## src/sod_consts.svh

```systemverilog
// Constants of the safety output diagnostics block.
// Assumes a 50 MHz clock and four output terminals in two pairs.
`ifndef SOD_CONSTS_SVH
`define SOD_CONSTS_SVH

`define SOD_NT 4
`define SOD_CLK_MHZ 50
`define SOD_PULSE_US 640
`define SOD_SLOT_US 2500
`define SOD_HOLD_MS 1000
`define SOD_SETTLE_US 20
`define SOD_OFFT_US 100

`define SOD_OFS_CTRL 8'h00
`define SOD_OFS_CMD 8'h04
`define SOD_OFS_STAT 8'h08
`define SOD_OFS_EVT 8'h0c

`define SOD_CTRL_TP 0
`define SOD_CTRL_DUAL 1
`define SOD_CTRL_UNUSED 4
`define SOD_CTRL_RST 32'h0000_0000

`define SOD_STAT_FLAG 0
`define SOD_STAT_DRIVE 4
`define SOD_STAT_VERR 8
`define SOD_STAT_OTFAIL 9
`define SOD_STAT_OTDONE 10

`define SOD_EVT_SHORT 0
`define SOD_EVT_VOLT 1

`endif

```

## src/sod_pkg.sv

```systemverilog
// Types of the safety output diagnostics block.
// Assumes four terminals, matching sod_consts.svh.
package sod_pkg;

	typedef enum logic [2:0] {
		SOD_OT_WAIT = 3'b001,
		SOD_OT_RUN = 3'b010,
		SOD_OT_DONE = 3'b100
	} sod_ot_t;

	typedef struct packed {
		logic [3:0] fb;
		logic [3:0] ovc;
	} sod_sense_t;

	typedef struct packed {
		logic [31:0] cnt;
		logic flag;
	} sod_hold_st_t;

	typedef struct packed {
		logic tp_en;
		logic [1:0] dual;
		logic [3:0] unused;
		logic [3:0] cmd;
		logic [3:0] drive;
		logic [3:0][15:0] settle;
		logic [31:0] tp_cnt;
		logic [1:0] tp_slot;
		logic [3:0] ovc_d;
		logic volt_err;
		logic ev_short;
		logic ev_volt;
		sod_ot_t ot;
		logic [31:0] ot_cnt;
		logic ot_fail;
		logic iosup_cut;
		logic [31:0] prdata;
		logic pready;
		logic pslverr;
	} sod_st_t;

endpackage

```

## src/sod_top.sv

```systemverilog
// Safety output diagnostics: wiring checks, forced OFF, events, self-test.
// Assumes APB master on the same clock and synchronous terminal feedback.
//
// Overview of operation
// - The set of wiring faults checked follows the test-pulse enable bit.
// - Without pulses, contact is seen when OFF, ground when ON, short mixed.
// - With pulses, contact when ON and both-ON shorts are seen as well.
// - With pulses, each ON output gets a fixed-width OFF pulse in turn.
// - A detected output error is held at least the minimum hold time.
// - In dual mode an error on either terminal turns both of the pair OFF.
// - An overcurrent on a terminal turns that terminal OFF.
// - An overcurrent raises the short-circuit-at-output event.
// - An out-of-range I/O supply turns every output of the unit OFF.
// - An out-of-range I/O supply raises the supply voltage error event.
// - Supply monitoring is off while every terminal is marked unused.
// - A failed supply OFF-circuit test turns every output OFF.
// - The OFF-circuit test runs once per reset and never again.
// - Supply already on at entry to refreshing starts the test then.
// - Supply coming on after entry to refreshing starts the test then.
//
// Added by the designer: the register offsets and the APB interface to the registers.
`timescale 1ns/1ps
`default_nettype none
`include "sod_consts.svh"

module sod_top #(
	parameter logic [31:0] PULSE_CYC = 32'(`SOD_PULSE_US * `SOD_CLK_MHZ),
	parameter logic [31:0] SLOT_CYC = 32'(`SOD_SLOT_US * `SOD_CLK_MHZ),
	parameter logic [31:0] HOLD_CYC =
		32'(`SOD_HOLD_MS * 1000 * `SOD_CLK_MHZ),
	parameter logic [31:0] OFFT_CYC = 32'(`SOD_OFFT_US * `SOD_CLK_MHZ)
) (
	input wire logic clock,
	input wire logic rst,
	input wire logic clk_en,
	input wire logic psel,
	input wire logic penable,
	input wire logic pwrite,
	input wire logic [7:0] paddr,
	input wire logic [31:0] pwdata,
	output logic [31:0] prdata,
	output logic pready,
	output logic pslverr,
	input wire sod_pkg::sod_sense_t sense,
	input wire logic iosup_ok,
	input wire logic iosup_on,
	input wire logic refreshing,
	output logic [3:0] out_drive,
	output logic [3:0] term_fault,
	output logic iosup_cut
);

	localparam logic [15:0] SETTLE_CYC =
		16'(`SOD_SETTLE_US * `SOD_CLK_MHZ);

	sod_pkg::sod_st_t s_reg;
	sod_pkg::sod_st_t s_next;

	logic [3:0] cmd_on;
	logic [3:0] pulse;
	logic [3:0] pair_flag;
	logic [3:0] want;
	logic [3:0] det;
	logic [3:0] flag;
	logic unit_off;
	logic vmon_err;
	logic ot_start;

	// Pulling the unit off while the test cuts the supply avoids
	// reading the cut as a ground fault.
	// Start edge counts too, so no output is still on when the cut lands
	// and the supply drop cannot be mistaken for a load fault.
	assign unit_off = s_reg.volt_err || s_reg.ot_fail || ot_start ||
		(s_reg.ot == sod_pkg::SOD_OT_RUN);
	assign vmon_err = !(&s_reg.unused) && !iosup_ok;
	assign ot_start = (s_reg.ot == sod_pkg::SOD_OT_WAIT) &&
		refreshing && iosup_on;

	genvar k;
	generate
		for (k = 0; k < `SOD_NT; k++) begin : g_term
			// Dual pairs follow the even bit of the command
			assign cmd_on[k] = s_reg.dual[k / 2] ?
				s_reg.cmd[(k / 2) * 2] : s_reg.cmd[k];
			assign pulse[k] = s_reg.tp_en && (s_reg.tp_slot == 2'(k)) &&
				(s_reg.tp_cnt < PULSE_CYC);
			assign pair_flag[k] = flag[k] ||
				(s_reg.dual[k / 2] && flag[k ^ 1]);
			assign want[k] = cmd_on[k] && !s_reg.unused[k] &&
				!pair_flag[k] && !sense.ovc[k] && !unit_off &&
				!pulse[k];
			// Driven OFF and reading high: supply contact or short to the
			// partner; pulses make this reachable while ON. Driven ON and
			// reading low: ground fault. Never a ground check while OFF.
			assign det[k] = !s_reg.unused[k] &&
				(s_reg.settle[k] == 16'h0) &&
				(s_reg.drive[k] ? !sense.fb[k] : sense.fb[k]);
			sod_hold #(
				.HOLD_CYC(HOLD_CYC)
			) u_hold (
				.clock(clock),
				.rst(rst),
				.clk_en(clk_en),
				.cause(det[k] || sense.ovc[k]),
				.flag(flag[k])
			);
		end
	endgenerate

	function automatic logic [31:0] read_mux(input sod_pkg::sod_st_t s,
		input logic [3:0] f, input logic [7:0] a);
		logic [31:0] d;
		d = 32'h0;
		case (a)
			`SOD_OFS_CTRL: begin
				d[`SOD_CTRL_TP] = s.tp_en;
				d[`SOD_CTRL_DUAL +: 2] = s.dual;
				d[`SOD_CTRL_UNUSED +: 4] = s.unused;
			end
			`SOD_OFS_CMD: begin
				d[3:0] = s.cmd;
			end
			`SOD_OFS_STAT: begin
				d[`SOD_STAT_FLAG +: 4] = f;
				d[`SOD_STAT_DRIVE +: 4] = s.drive;
				d[`SOD_STAT_VERR] = s.volt_err;
				d[`SOD_STAT_OTFAIL] = s.ot_fail;
				d[`SOD_STAT_OTDONE] = (s.ot == sod_pkg::SOD_OT_DONE);
			end
			`SOD_OFS_EVT: begin
				d[`SOD_EVT_SHORT] = s.ev_short;
				d[`SOD_EVT_VOLT] = s.ev_volt;
			end
			default: begin
				d = 32'h0;
			end
		endcase
		return d;
	endfunction

	always_comb begin
		logic mapped;
		logic wr;
		logic short_set;
		logic volt_set;
		s_next = s_reg;
		short_set = 1'b0;
		volt_set = 1'b0;
		mapped = (paddr == `SOD_OFS_CTRL) || (paddr == `SOD_OFS_CMD) ||
			(paddr == `SOD_OFS_STAT) || (paddr == `SOD_OFS_EVT);
		wr = psel && penable && s_reg.pready && pwrite && mapped;

		// APB: answer is prepared in the setup cycle, so every access
		// completes on its first access edge.
		// Writes land only on that access edge, never at setup.
		if (psel && !penable && !s_reg.pready) begin
			s_next.pready = 1'b1;
			s_next.pslverr = !mapped;
			s_next.prdata = pwrite ? 32'h0 : read_mux(s_reg, flag, paddr);
		end else if (s_reg.pready) begin
			s_next.pready = 1'b0;
			s_next.pslverr = 1'b0;
			s_next.prdata = 32'h0;
		end
		if (wr && paddr == `SOD_OFS_CTRL) begin
			s_next.tp_en = pwdata[`SOD_CTRL_TP];
			s_next.dual = pwdata[`SOD_CTRL_DUAL +: 2];
			s_next.unused = pwdata[`SOD_CTRL_UNUSED +: 4];
		end
		if (wr && paddr == `SOD_OFS_CMD) begin
			s_next.cmd = pwdata[3:0];
		end

		// Test pulse walk: one slot per terminal, so the two halves of a
		// pair are never pulsed together and a both-ON short shows.
		if (s_reg.tp_en) begin
			if (s_reg.tp_cnt >= SLOT_CYC - 32'h1) begin
				s_next.tp_cnt = 32'h0;
				s_next.tp_slot = s_reg.tp_slot + 2'h1;
			end else begin
				s_next.tp_cnt = s_reg.tp_cnt + 32'h1;
			end
		end else begin
			s_next.tp_cnt = 32'h0;
			s_next.tp_slot = 2'h0;
		end

		// Drive and feedback settle window
		s_next.drive = want;
		for (int i = 0; i < `SOD_NT; i++) begin
			if (want[i] != s_reg.drive[i]) begin
				s_next.settle[i] = SETTLE_CYC;
			end else if (s_reg.settle[i] != 16'h0) begin
				s_next.settle[i] = s_reg.settle[i] - 16'h1;
			end
		end

		// Events: a new cause beats a same-cycle clear
		s_next.ovc_d = sense.ovc;
		s_next.volt_err = vmon_err;
		short_set = |(sense.ovc & ~s_reg.ovc_d);
		volt_set = vmon_err && !s_reg.volt_err;
		if (wr && paddr == `SOD_OFS_EVT) begin
			s_next.ev_short = s_reg.ev_short && !pwdata[`SOD_EVT_SHORT];
			s_next.ev_volt = s_reg.ev_volt && !pwdata[`SOD_EVT_VOLT];
		end
		if (short_set) begin
			s_next.ev_short = 1'b1;
		end
		if (volt_set) begin
			s_next.ev_volt = 1'b1;
		end

		// Supply OFF-circuit test: cut the supply, expect it to drop
		unique case (s_reg.ot)
			sod_pkg::SOD_OT_WAIT: begin
				if (ot_start) begin
					s_next.ot = sod_pkg::SOD_OT_RUN;
					s_next.ot_cnt = 32'h0;
					s_next.iosup_cut = 1'b1;
				end
			end
			sod_pkg::SOD_OT_RUN: begin
				if (s_reg.ot_cnt >= OFFT_CYC - 32'h1) begin
					s_next.ot = sod_pkg::SOD_OT_DONE;
					s_next.iosup_cut = 1'b0;
					s_next.ot_fail = iosup_on;
				end else begin
					s_next.ot_cnt = s_reg.ot_cnt + 32'h1;
				end
			end
			sod_pkg::SOD_OT_DONE: begin
				s_next.ot = sod_pkg::SOD_OT_DONE;
			end
		endcase
	end

	always_ff @(posedge clock or posedge rst) begin
		if (rst) begin
			s_reg <= '0;
			s_reg.ot <= sod_pkg::SOD_OT_WAIT;
		end else if (clk_en) begin
			s_reg <= s_next;
		end
	end

	// Flag comes from the hold timer flop, the rest from s_reg
	assign prdata = s_reg.prdata;
	assign pready = s_reg.pready;
	assign pslverr = s_reg.pslverr;
	assign out_drive = s_reg.drive;
	assign term_fault = flag;
	assign iosup_cut = s_reg.iosup_cut;

	// Assertions sample only on enabled edges, as state freezes otherwise
	a_flag_forces_off: assert property (
		@(posedge clock iff clk_en) disable iff (rst)
		(flag != 4'h0) |=> ((s_reg.drive & $past(flag)) == 4'h0))
		else $error("flagged terminal still driven");

	a_dual_pair_off: assert property (
		@(posedge clock iff clk_en) disable iff (rst)
		(s_reg.dual[0] && (flag[0] || flag[1])) |=>
		(!s_reg.drive[0] && !s_reg.drive[1]))
		else $error("dual pair not both off after fault");

	a_ovc_off: assert property (
		@(posedge clock iff clk_en) disable iff (rst)
		(sense.ovc != 4'h0) |=>
		((s_reg.drive & $past(sense.ovc)) == 4'h0))
		else $error("overcurrent terminal still driven");

	a_ovc_event: assert property (
		@(posedge clock iff clk_en) disable iff (rst)
		((sense.ovc & ~s_reg.ovc_d) != 4'h0) |=> s_reg.ev_short)
		else $error("short event not raised");

	a_short_sticky: assert property (
		@(posedge clock iff clk_en) disable iff (rst)
		(s_reg.ev_short && !(psel && penable && s_reg.pready &&
		pwrite && paddr == `SOD_OFS_EVT)) |=> s_reg.ev_short)
		else $error("short event lost without a clear");

	a_volt_off: assert property (
		@(posedge clock iff clk_en) disable iff (rst)
		s_reg.volt_err |=> (s_reg.drive == 4'h0))
		else $error("outputs on during supply error");

	a_volt_event: assert property (
		@(posedge clock iff clk_en) disable iff (rst)
		(!(&s_reg.unused) && !iosup_ok && !s_reg.volt_err) |=>
		(s_reg.volt_err && s_reg.ev_volt))
		else $error("supply error event not raised");

	a_vmon_unused: assert property (
		@(posedge clock iff clk_en) disable iff (rst)
		((&s_reg.unused) && !s_reg.ev_volt &&
		!(psel && pwrite && paddr == `SOD_OFS_CTRL)) |=>
		!s_reg.ev_volt)
		else $error("supply monitor active with all unused");

	a_test_start: assert property (
		@(posedge clock iff clk_en) disable iff (rst)
		ot_start |=> (s_reg.iosup_cut && s_reg.drive == 4'h0))
		else $error("off-circuit test did not start");

	a_test_once: assert property (
		@(posedge clock iff clk_en) disable iff (rst)
		(s_reg.ot == sod_pkg::SOD_OT_DONE) |=>
		(s_reg.ot == sod_pkg::SOD_OT_DONE && !s_reg.iosup_cut))
		else $error("off-circuit test repeated");

	a_test_fault: assert property (
		@(posedge clock iff clk_en) disable iff (rst)
		s_reg.ot_fail |=> (s_reg.drive == 4'h0))
		else $error("outputs on after failed test");

	a_cut_off: assert property (
		@(posedge clock iff clk_en) disable iff (rst)
		s_reg.iosup_cut |=> (s_reg.drive == 4'h0))
		else $error("outputs on while supply is cut");

	a_pulse_off: assert property (
		@(posedge clock iff clk_en) disable iff (rst)
		(s_reg.tp_en && s_reg.tp_cnt < PULSE_CYC) |=>
		!s_reg.drive[$past(s_reg.tp_slot)])
		else $error("output on during test pulse");

	a_tp_idle: assert property (
		@(posedge clock iff clk_en) disable iff (rst)
		!s_reg.tp_en |=> (s_reg.tp_cnt == 32'h0))
		else $error("pulse walk running while disabled");

	a_detect_gnd: assert property (
		@(posedge clock iff clk_en) disable iff (rst)
		(s_reg.drive[0] && !s_reg.unused[0] &&
		s_reg.settle[0] == 16'h0 && !sense.fb[0]) |=> flag[0])
		else $error("ground fault not flagged");

	a_ready_pulse: assert property (
		@(posedge clock iff clk_en) disable iff (rst)
		s_reg.pready |=> !s_reg.pready)
		else $error("bus ready held past one cycle");

	c_test_pass: cover property (@(posedge clock iff clk_en)
		disable iff (rst) s_reg.ot == sod_pkg::SOD_OT_DONE && !s_reg.ot_fail);
	c_short_event: cover property (@(posedge clock iff clk_en)
		disable iff (rst) $rose(s_reg.ev_short));
	c_dual_fault: cover property (@(posedge clock iff clk_en)
		disable iff (rst) s_reg.dual[0] && flag[1] && cmd_on[0]);
	c_pulse_seen: cover property (@(posedge clock iff clk_en)
		disable iff (rst) $fell(s_reg.drive[1]) && s_reg.tp_en && cmd_on[1]);
	c_volt_event: cover property (@(posedge clock iff clk_en)
		disable iff (rst) $rose(s_reg.ev_volt));

endmodule // sod_top

`default_nettype wire

```

## src/sod_hold.sv

```systemverilog
// Error hold timer for one output terminal.
// Assumes cause is synchronous to clock; flag stays while cause stands
// and for hold_cyc cycles after it goes away.
`timescale 1ns/1ps
`default_nettype none

module sod_hold #(
	parameter logic [31:0] HOLD_CYC = 32'h02fa_f080
) (
	input wire logic clock,
	input wire logic rst,
	input wire logic clk_en,
	input wire logic cause,
	output logic flag
);

	sod_pkg::sod_hold_st_t s_reg;
	sod_pkg::sod_hold_st_t s_next;

	always_comb begin
		s_next = s_reg;
		if (cause) begin
			s_next.cnt = HOLD_CYC;
		end else if (s_reg.cnt != 32'h0) begin
			s_next.cnt = s_reg.cnt - 32'h1;
		end
		s_next.flag = cause || (s_next.cnt != 32'h0);
	end

	always_ff @(posedge clock or posedge rst) begin
		if (rst) begin
			s_reg <= '0;
		end else if (clk_en) begin
			s_reg <= s_next;
		end
	end

	assign flag = s_reg.flag;

	a_hold_load: assert property (
		@(posedge clock iff clk_en) disable iff (rst)
		cause |=> (s_reg.flag && s_reg.cnt == HOLD_CYC))
		else $error("hold timer not loaded on fault");

endmodule // sod_hold

`default_nettype wire

```

## config.mk

```make
export PLATFORM = sky130hd
export DESIGN_NAME = sod_top
export DESIGN_NICKNAME = d
export VERILOG_FILES = /design/src/sod_pkg.sv /design/src/sod_top.sv /design/src/sod_hold.sv
export VERILOG_INCLUDE_DIRS = /design/src
export SDC_FILE = /design/constraint.sdc
export NUM_CORES = 1
export LEC_CHECK = 0
export ABC_AREA = 1
export BUFFER_PORTS_ARGS = -buffer_cell sky130_fd_sc_hd__buf_2
export CAP_MARGIN = 20
export CORE_MARGIN = 8
export CORE_UTILIZATION = 30
export DETAILED_ROUTE_END_ITERATION = 16
export SKIP_LAST_GASP = 1
export SYNTH_ARGS = -nofsm -noshare
export SYNTH_HDL_FRONTEND = slang
export SYNTH_HIERARCHICAL = 1
export SYNTH_SLANG_ARGS = --single-unit
```

## constraint.sdc

```tcl
create_clock -name clock -period 5.2 [get_ports clock]
set_input_delay 0 -clock clock [delete_from_list [all_inputs] [get_ports clock]]
set_output_delay 0 -clock clock [all_outputs]
set_load 0.1 [all_outputs]
```

==> qor.yml, run 1 <==
status: "finished clean"
critPathCaptureType: "flop"
ys.flop_type: "dfrtp_1"
worstHoldEndpoint: "g_term[0].u_hold/s_reg[26]"
synth-edff-count: 0
reg2regPathDepth: 18
skew_ns: 0.02724
yosysSeqAreaShare_pct: 37.55
postRouteAntennaNets: 0
dp_cells: 3839
grt.met3_usage_pct: 2.798
hp-class: "primary input to flop"
postSynthAreaPerCell_um2: 6.727
num_rows: 95
gp_congestion: 0.9355
ys_ff_latch: 302
vdd_drop_max_mv: 0.3143
criticalPathCategory: "flop to flop"
hold_path.startpoint: "clk_en"
synth.distinct_cells: 57
power_frac_clock_pct: 35.3
power.switching_mw: 2.662
clock_sinks: 302
post-place-ws_ns: 1.465
grtUsageMet1_pct: 19.97
drv_cap: 0
drv_slew: 0
cts_tree: "yes"
synth-warning-count: 6
setup_slack_ns: 1.441
syn_to_final_growth_pct: 11.77
final_area_um2: 22500
hold_ws_ns: 0.09253
grt_setup_unrepaired: "false"
min_period_ns: 3.759
drc: 0
port_buffers: 54
fill_cells: 7239
slowest_delay_ns: 0.61
synthCells: 2992
io_pins: 100
worstReg2RegStart: "s_reg[160]"
fmax_ghz: 0.2660
totalWireLength_mm: 53.20
pwr-share-comb_pct: 25.3
critPathArrivalTime_ns: 4.18
grt_pass1_wl_mm: 88.85
r2r_slack_ns: 1.44
viasPerCell: 4.710
start_kind: "flop"
max_slew_margin_pct: 40.37
crit_required_ns: 5.62
post-route-util_pct: 33.67
overflow: 0
drive_above_1_share_pct: 9.320
internal-power_mw: 4.753
initial_utilization_pct: 30.13
finalHoldViolations: 0
antenna_found_initial: 1
post_cts_buffers: 0
cts_root_buffer: "clkbuf_16"
wl_per_cell_um: 13.53
place_hpwl_mm: 38.00
post_cts_resized: 0
switching_share_pct: 35.90
worstSkewPairLatency_ns: 0.55
htree_levels: 2
core_area_um2: 66800
first_pass_iters: 7
final_nets: 3107
gr-usage-met2_pct: 21.66
dpl_cell_area_um2: 20990
synthArstFlopShare_pct: 100.0
worst_slew_pin_slew_ns: 0.8944
grt_usage_pct: 14.05
period_share_pct: 72.28
cts_buffers: 37
p_seq_share_pct: 39.3
finalNonFillerCells: 3932
grt_max_degree: 122
hold_depth: 3
fin_total_pwr_mw: 7.415
cp_slowest_cell: "o21ai_0"
cp_cell_sequence: "inv_1, ha_1, nand3_1, nor2_2, nand2_1, inv_1, nand3_2, o21ai_0, clkinv_1, buf_4, nand3_1, nand2_1, nor2_1, nand3_1, nor2_1, nand2_1, nor2_1, nor2_1"
clkTransAtPathRegs_ns: 0.06
p_leak_nw: 10.74
dieArea_um2: 75630
tns_ns: 0
die_y_um: 275.0
critPathMostFrequentCell: "nor2_1"
largest_reg_flops: 150
drt_iter0_drc: 1475
grt_busiest_layer: "met2"
cp_max_fo: 11
grt_pass1_vias: 17310
die_w_um: 275.0
setup_viol: 0
netlist_area_um2: 20130
rr_endpoint: "g_term[3].u_hold/flag"
vias: 18520
powerDensity_nw_per_um2: 329.6
clk_path_buf_depth: 3
-- cell type report --
cell class | count | area (um^2) | share of cell area (%)
multi-input cells | 2244 | 10600 | 47.10
flip-flops and latches | 302 | 7559 | 33.60
inverters | 349 | 1323 | 5.879
well taps | 873 | 1092 | 4.856
clock buffers | 51 | 1090 | 4.845
repair buffers | 98 | 689.4 | 3.065
clock inverters | 14 | 145.1 | 0.6452
diodes | 1 | 2.502 | 0.01112
-- worst max-delay path, delay by kind of cell (launching register included) --
kind / cells / cell delay [ns]
AOI/OAI and AO/OA: 1 / 0.61
adders and majority gates: 1 / 0.20
buffers and inverters: 4 / 1.01
DFF: 1 / 0.37
and+or+nand+nor: 12 / 1.42
-- worst max path at each step --
stage,startpoint,to,depth (start not counted)
global placement,s_reg[160],g_term[3].u_hold/flag,18
finish,s_reg[160],g_term[3].u_hold/flag,18
floorplan,rst,cmd_on[0],1
detailed placement,s_reg[160],g_term[3].u_hold/flag,18
global route,s_reg[160],g_term[3].u_hold/flag,18
CTS,s_reg[160],g_term[3].u_hold/flag,18
-- cell usage in the layout (no fill, tap or decap), types with 4 or more instances in the layout --
master         instances
clkinv_1               8
clkbuf_8              10
dfrtp_1              301
o22ai_1                9
nand2_1              885
nand2_2               26
a21boi_0              19
nor2_4                 8
nor2_1               465
ha_1                  18
buf_2                 53
clkinv_2               6
inv_1                312
dlygate4sd3_1         27
clkbuf_16             38
a31oi_1               21
buf_4                 16
o21ai_1                9
nor3_2                 4
clkbuf_1               4
nor2_2                44
nand3_2               18
nand3_1              265
mux2_2                 5
inv_2                 27
nor3_1                28
a21oi_1               28
nand4_1               76
conb_1                21
nand3b_1              21
a22o_1                 5
a21oi_2                5
clkinvlp_4             4
o21ai_0              167
o211ai_1               6
xnor2_1                8
xor2_1                51
-- cell usage after synthesis (3+ instances only) --
| cell | count | area [um^2] |
|---|---|---|
| o21ai_0 | 168 | 840.8 |
| o21ai_1 | 8 | 40.04 |
| nand3b_1 | 21 | 157.7 |
| buf_1 | 8 | 30.03 |
| dfrtp_1 | 301 | 7532 |
| nor2_2 | 44 | 275.3 |
| ha_1 | 18 | 225.2 |
| inv_1 | 313 | 1175 |
| clkbuf_1 | 34 | 127.6 |
| buf_4 | 40 | 300.3 |
| nand3_2 | 18 | 180.2 |
| a31oi_1 | 21 | 131.4 |
| a21oi_2 | 4 | 35.03 |
| o22ai_1 | 9 | 56.30 |
| nand3_1 | 265 | 1326 |
| nand2_1 | 885 | 3322 |
| nor2_4 | 8 | 90.09 |
| a21oi_1 | 29 | 145.1 |
| mux2_2 | 5 | 56.30 |
| nand2_2 | 26 | 162.7 |
| xnor2_1 | 8 | 70.07 |
| a32o_1 | 3 | 30.03 |
| nand4_2 | 3 | 37.54 |
| nor2_1 | 465 | 1745 |
| xor2_1 | 51 | 446.7 |
| nor3_2 | 4 | 40.04 |
| nor3_1 | 28 | 140.1 |
| a22o_1 | 5 | 43.79 |
| buf_6 | 15 | 168.9 |
| a21boi_0 | 19 | 142.6 |
| or2_2 | 3 | 18.77 |
| clkinv_1 | 8 | 30.03 |
| o211ai_1 | 6 | 45.04 |
| nand4_1 | 76 | 475.5 |
| nand3_4 | 3 | 52.55 |
| inv_2 | 27 | 101.4 |
| buf_2 | 19 | 95.09 |
-- kinds of logic (layout without fill, tap and decap cells) --
family,after synthesis,in the layout,synth area share [%]
adders and majority gates,18,18,1.119
AOI/OAI and AO/OA,280,280,7.820
muxes,5,5,0.2797
buffers and inverters,466,512,10.20
other,1,22,0.01863
and+or+nand+nor,1861,1861,40.45
DFF,302,302,37.55
xor gates and xnor gates,59,59,2.567
-- power by group through the flow --
| stage | clock network [mW] | registers, mW | logic (mW) |
|---|---|---|---|
| 2_1_floorplan | 0 | 2.90 | 1.51 |
| 3_3_place_gp | 0 | 2.95 | 1.84 |
| 3_5_place_dp | 0 | 2.95 | 1.86 |
| 4_1_cts | 2.71 | 2.91 | 1.88 |
| 5_1_grt | 2.80 | 2.97 | 2.16 |
| 6_report | 2.62 | 2.92 | 1.88 |
-- metal layers --
| layer | routed length, um | vias up |
|---|---|---|
| li1 | - | 9561 |
| met1 | 26560 | 8505 |
| met2 | 22760 | 384 |
| met3 | 2800 | 70 |
| met4 | 1084 | 0 |
| met5 | 0 | - |
-- repair_timing --
action	4_1_cts	5_1_grt
endpoints found under the hold margin	267	0
hold buffers	27	0
endpoints found under the setup margin	0	0
Note: power is estimated with default switching activity, not from simulation.
==> run 2: changes to the inputs <==
- ABC_AREA: 1 -> 0
- clock period: 5.2 -> 3.19 ns (I/O delays scaled with it)
==> run 2 against run 1 <==
  * Sequential share of layout area grew 0.082 points
  * Sequential power grew 82%
  * Area after synthesis shrank 6.8%
  * Combinational power grew 120%
  * Clock skew shrank 0.0033 ns
  * Sequential cell count is the same
==> qor.yml, run 2 <==
worstSkewPairLatency_ns: 0.56
synth.distinct_cells: 86
ys.flop_type: "dfrtp_1"
yosysSeqAreaShare_pct: 40.31
post-place-ws_ns: 0.005069
post-route-util_pct: 36.37
clkTransAtPathRegs_ns: 0.06
gp_congestion: 0.9353
finalNonFillerCells: 3188
ys_ff_latch: 302
core_area_um2: 61710
synth_commonest_cells: "dfrtp_1, o21ai_0, nor2_1"
synthArstFlopShare_pct: 100.0
synth_top_area_share_pct: 40.17
cts_tree: "yes"
finalHoldViolations: 0
reg2regPathDepth: 9
vdd_drop_max_mv: 0.3019
multiInputGateArea_um2: 10440
cts_buffers: 37
cts_root_buffer: "clkbuf_16"
tns_ns: 0
fin_total_pwr_mw: 13.81
synthTopCellsByArea: "dfrtp_1, o21ai_0, nor2_1"
status: "finished clean"
synth-warning-count: 6
overflow: 0
drt_iter0_drc: 1330
grt_usage_pct: 15.05
synth_top_area_cell: "dfrtp_1"
netlist_area_um2: 18750
cp_cell_sequence: "inv_1, ha_1, or3b_2, or3_1, nor4_2, mux2_2, a2111oi_1, o2111a_1, a41oi_2"
place_hpwl_mm: 39.12
vias: 17310
hp-class: "primary input to flop"
largest_reg_flops: 150
drv_cap: 0
grt_max_degree: 91
viasPerCell: 5.429
criticalPathCategory: "flop to flop"
synthCells: 2153
crit_required_ns: 3.60
wl_per_cell_um: 17.02
max_slew_margin_pct: 39.22
first_pass_iters: 6
worst_slew_pin_slew_ns: 0.9083
totalWireLength_mm: 54.26
clk_path_buf_depth: 3
port_buffers: 54
fill_cells: 6320
slowest_delay_ns: 0.48
syn_to_final_growth_pct: 19.69
mostFrequentLayoutCell: "dfrtp_1"
htree_levels: 2
die_w_um: 266.0
powerDensity_nw_per_um2: 615.4
period_share_pct: 96.40
min_period_ns: 3.075
final_cell_mix: "dfrtp_1, o21ai_0, nor2_1"
setup_viol: 0
fmax_ghz: 0.3252
initial_utilization_pct: 30.39
postSynthAreaPerCell_um2: 8.710
drc: 0
antenna_found_initial: 3
critPathCaptureType: "flop"
cp_max_fo: 3
final_nets: 2398
p_leak_nw: 9.057
synth-edff-count: 0
start_kind: "flop"
setup_slack_ns: 0.1148
regArea_um2: 7560
drv_slew: 0
hold_depth: 4
dieArea_um2: 70760
skew_ns: 0.02398
cp_slowest_cell: "or3b_2"
drive_above_1_share_pct: 19.17
io_pins: 100
die_y_um: 266.0
grt_setup_unrepaired: "true"
dp_cells: 3093
yosysMostFrequentCell: "dfrtp_1"
num_rows: 91
critPathArrivalTime_ns: 3.48
grt_pass1_wl_mm: 89.47
postRouteAntennaNets: 0
grt_pass1_vias: 16840
clock_sinks: 302
run 2: logic make-up (layout without fill, tap and decap cells):
| logic type | Yosys count | in the layout | share of synthesized area (%) |
|---|---|---|---|
| compound gates | 533 | 533 | 18.52 |
| xor+xnor | 69 | 69 | 3.223 |
| fa+ha+maj | 18 | 18 | 1.201 |
| mux | 65 | 65 | 3.843 |
| buf+inv | 213 | 388 | 5.598 |
| other cells | 1 | 24 | 0.02000 |
| simple gates | 952 | 952 | 27.29 |
| flops | 302 | 302 | 40.31 |
run 2: path summary, 6_finish.rpt:
kind                       slack, ns                 startpoint                         to
max                             0.11  g_term[1].u_hold/s_reg[1]      g_term[1].u_hold/flag
min                             0.03                   paddr[1]                  prdata[0]
max reg2reg                     0.11  g_term[1].u_hold/s_reg[1]      g_term[1].u_hold/flag
min reg2reg                     0.48                  s_reg[73]                  s_reg[71]
min in group asynchronous       0.19                        rst  g_term[3].u_hold/s_reg[2]
max in group asynchronous       2.04                        rst                  s_reg[68]
run 2: per-stage QoR:
step,area (um^2),hold WS [ns]
2_1_floorplan,18870,0.1168
3_3_place_gp,20790,0.2083
3_5_place_dp,20790,0.2189
4_1_cts,22280,0.003376
5_1_grt,22440,0.05400
6_report,22440,0.02794
run 2: what timing repair did:
action,in CTS,in global routing
buffers inserted,0,2
hold endpoints to repair,225,0
hold buffers,26,0
setup endpoints to repair,0,4
gates resized for setup,0,27
run 2: cell type report:
type                    instances  area share (%)
multi-input cells            1658           46.53
flip-flops and latches        302           33.68
repair buffers                257           8.440
well taps                     837           4.666
clock buffers                  47           4.605
inverters                      67           1.137
clock inverters                17          0.9031
diodes                          3         0.03345
run 2: report_power, final:
part	switching [mW]	total (mW)	internal [mW]
clock network	1.69	4.31	2.62
registers	0.784	5.32	4.53
logic	2.48	4.18	1.71
total	4.95	13.8	8.86
run 2: critical path, delay by kind of cell, from the launching register on:
family | cells | cell delay [ns]
AO/OA/AOI/OAI | 3 | 0.77
multiplexers | 1 | 0.40
adder cells (fa/ha/maj) | 1 | 0.16
buffers and inverters | 1 | 0.09
flip-flops | 1 | 0.38
AND/OR/NAND/NOR | 3 | 1.15
run 2: metal layers:
layer | wire length [um] | share of wire [%] | track usage (%)
met5 | 12 | 0.022 | 0
met4 | 1227 | 2.3 | 4.273
met3 | 3207 | 5.9 | 2.703
met2 | 24780 | 46 | 23.94
met1 | 25030 | 46 | 20.79
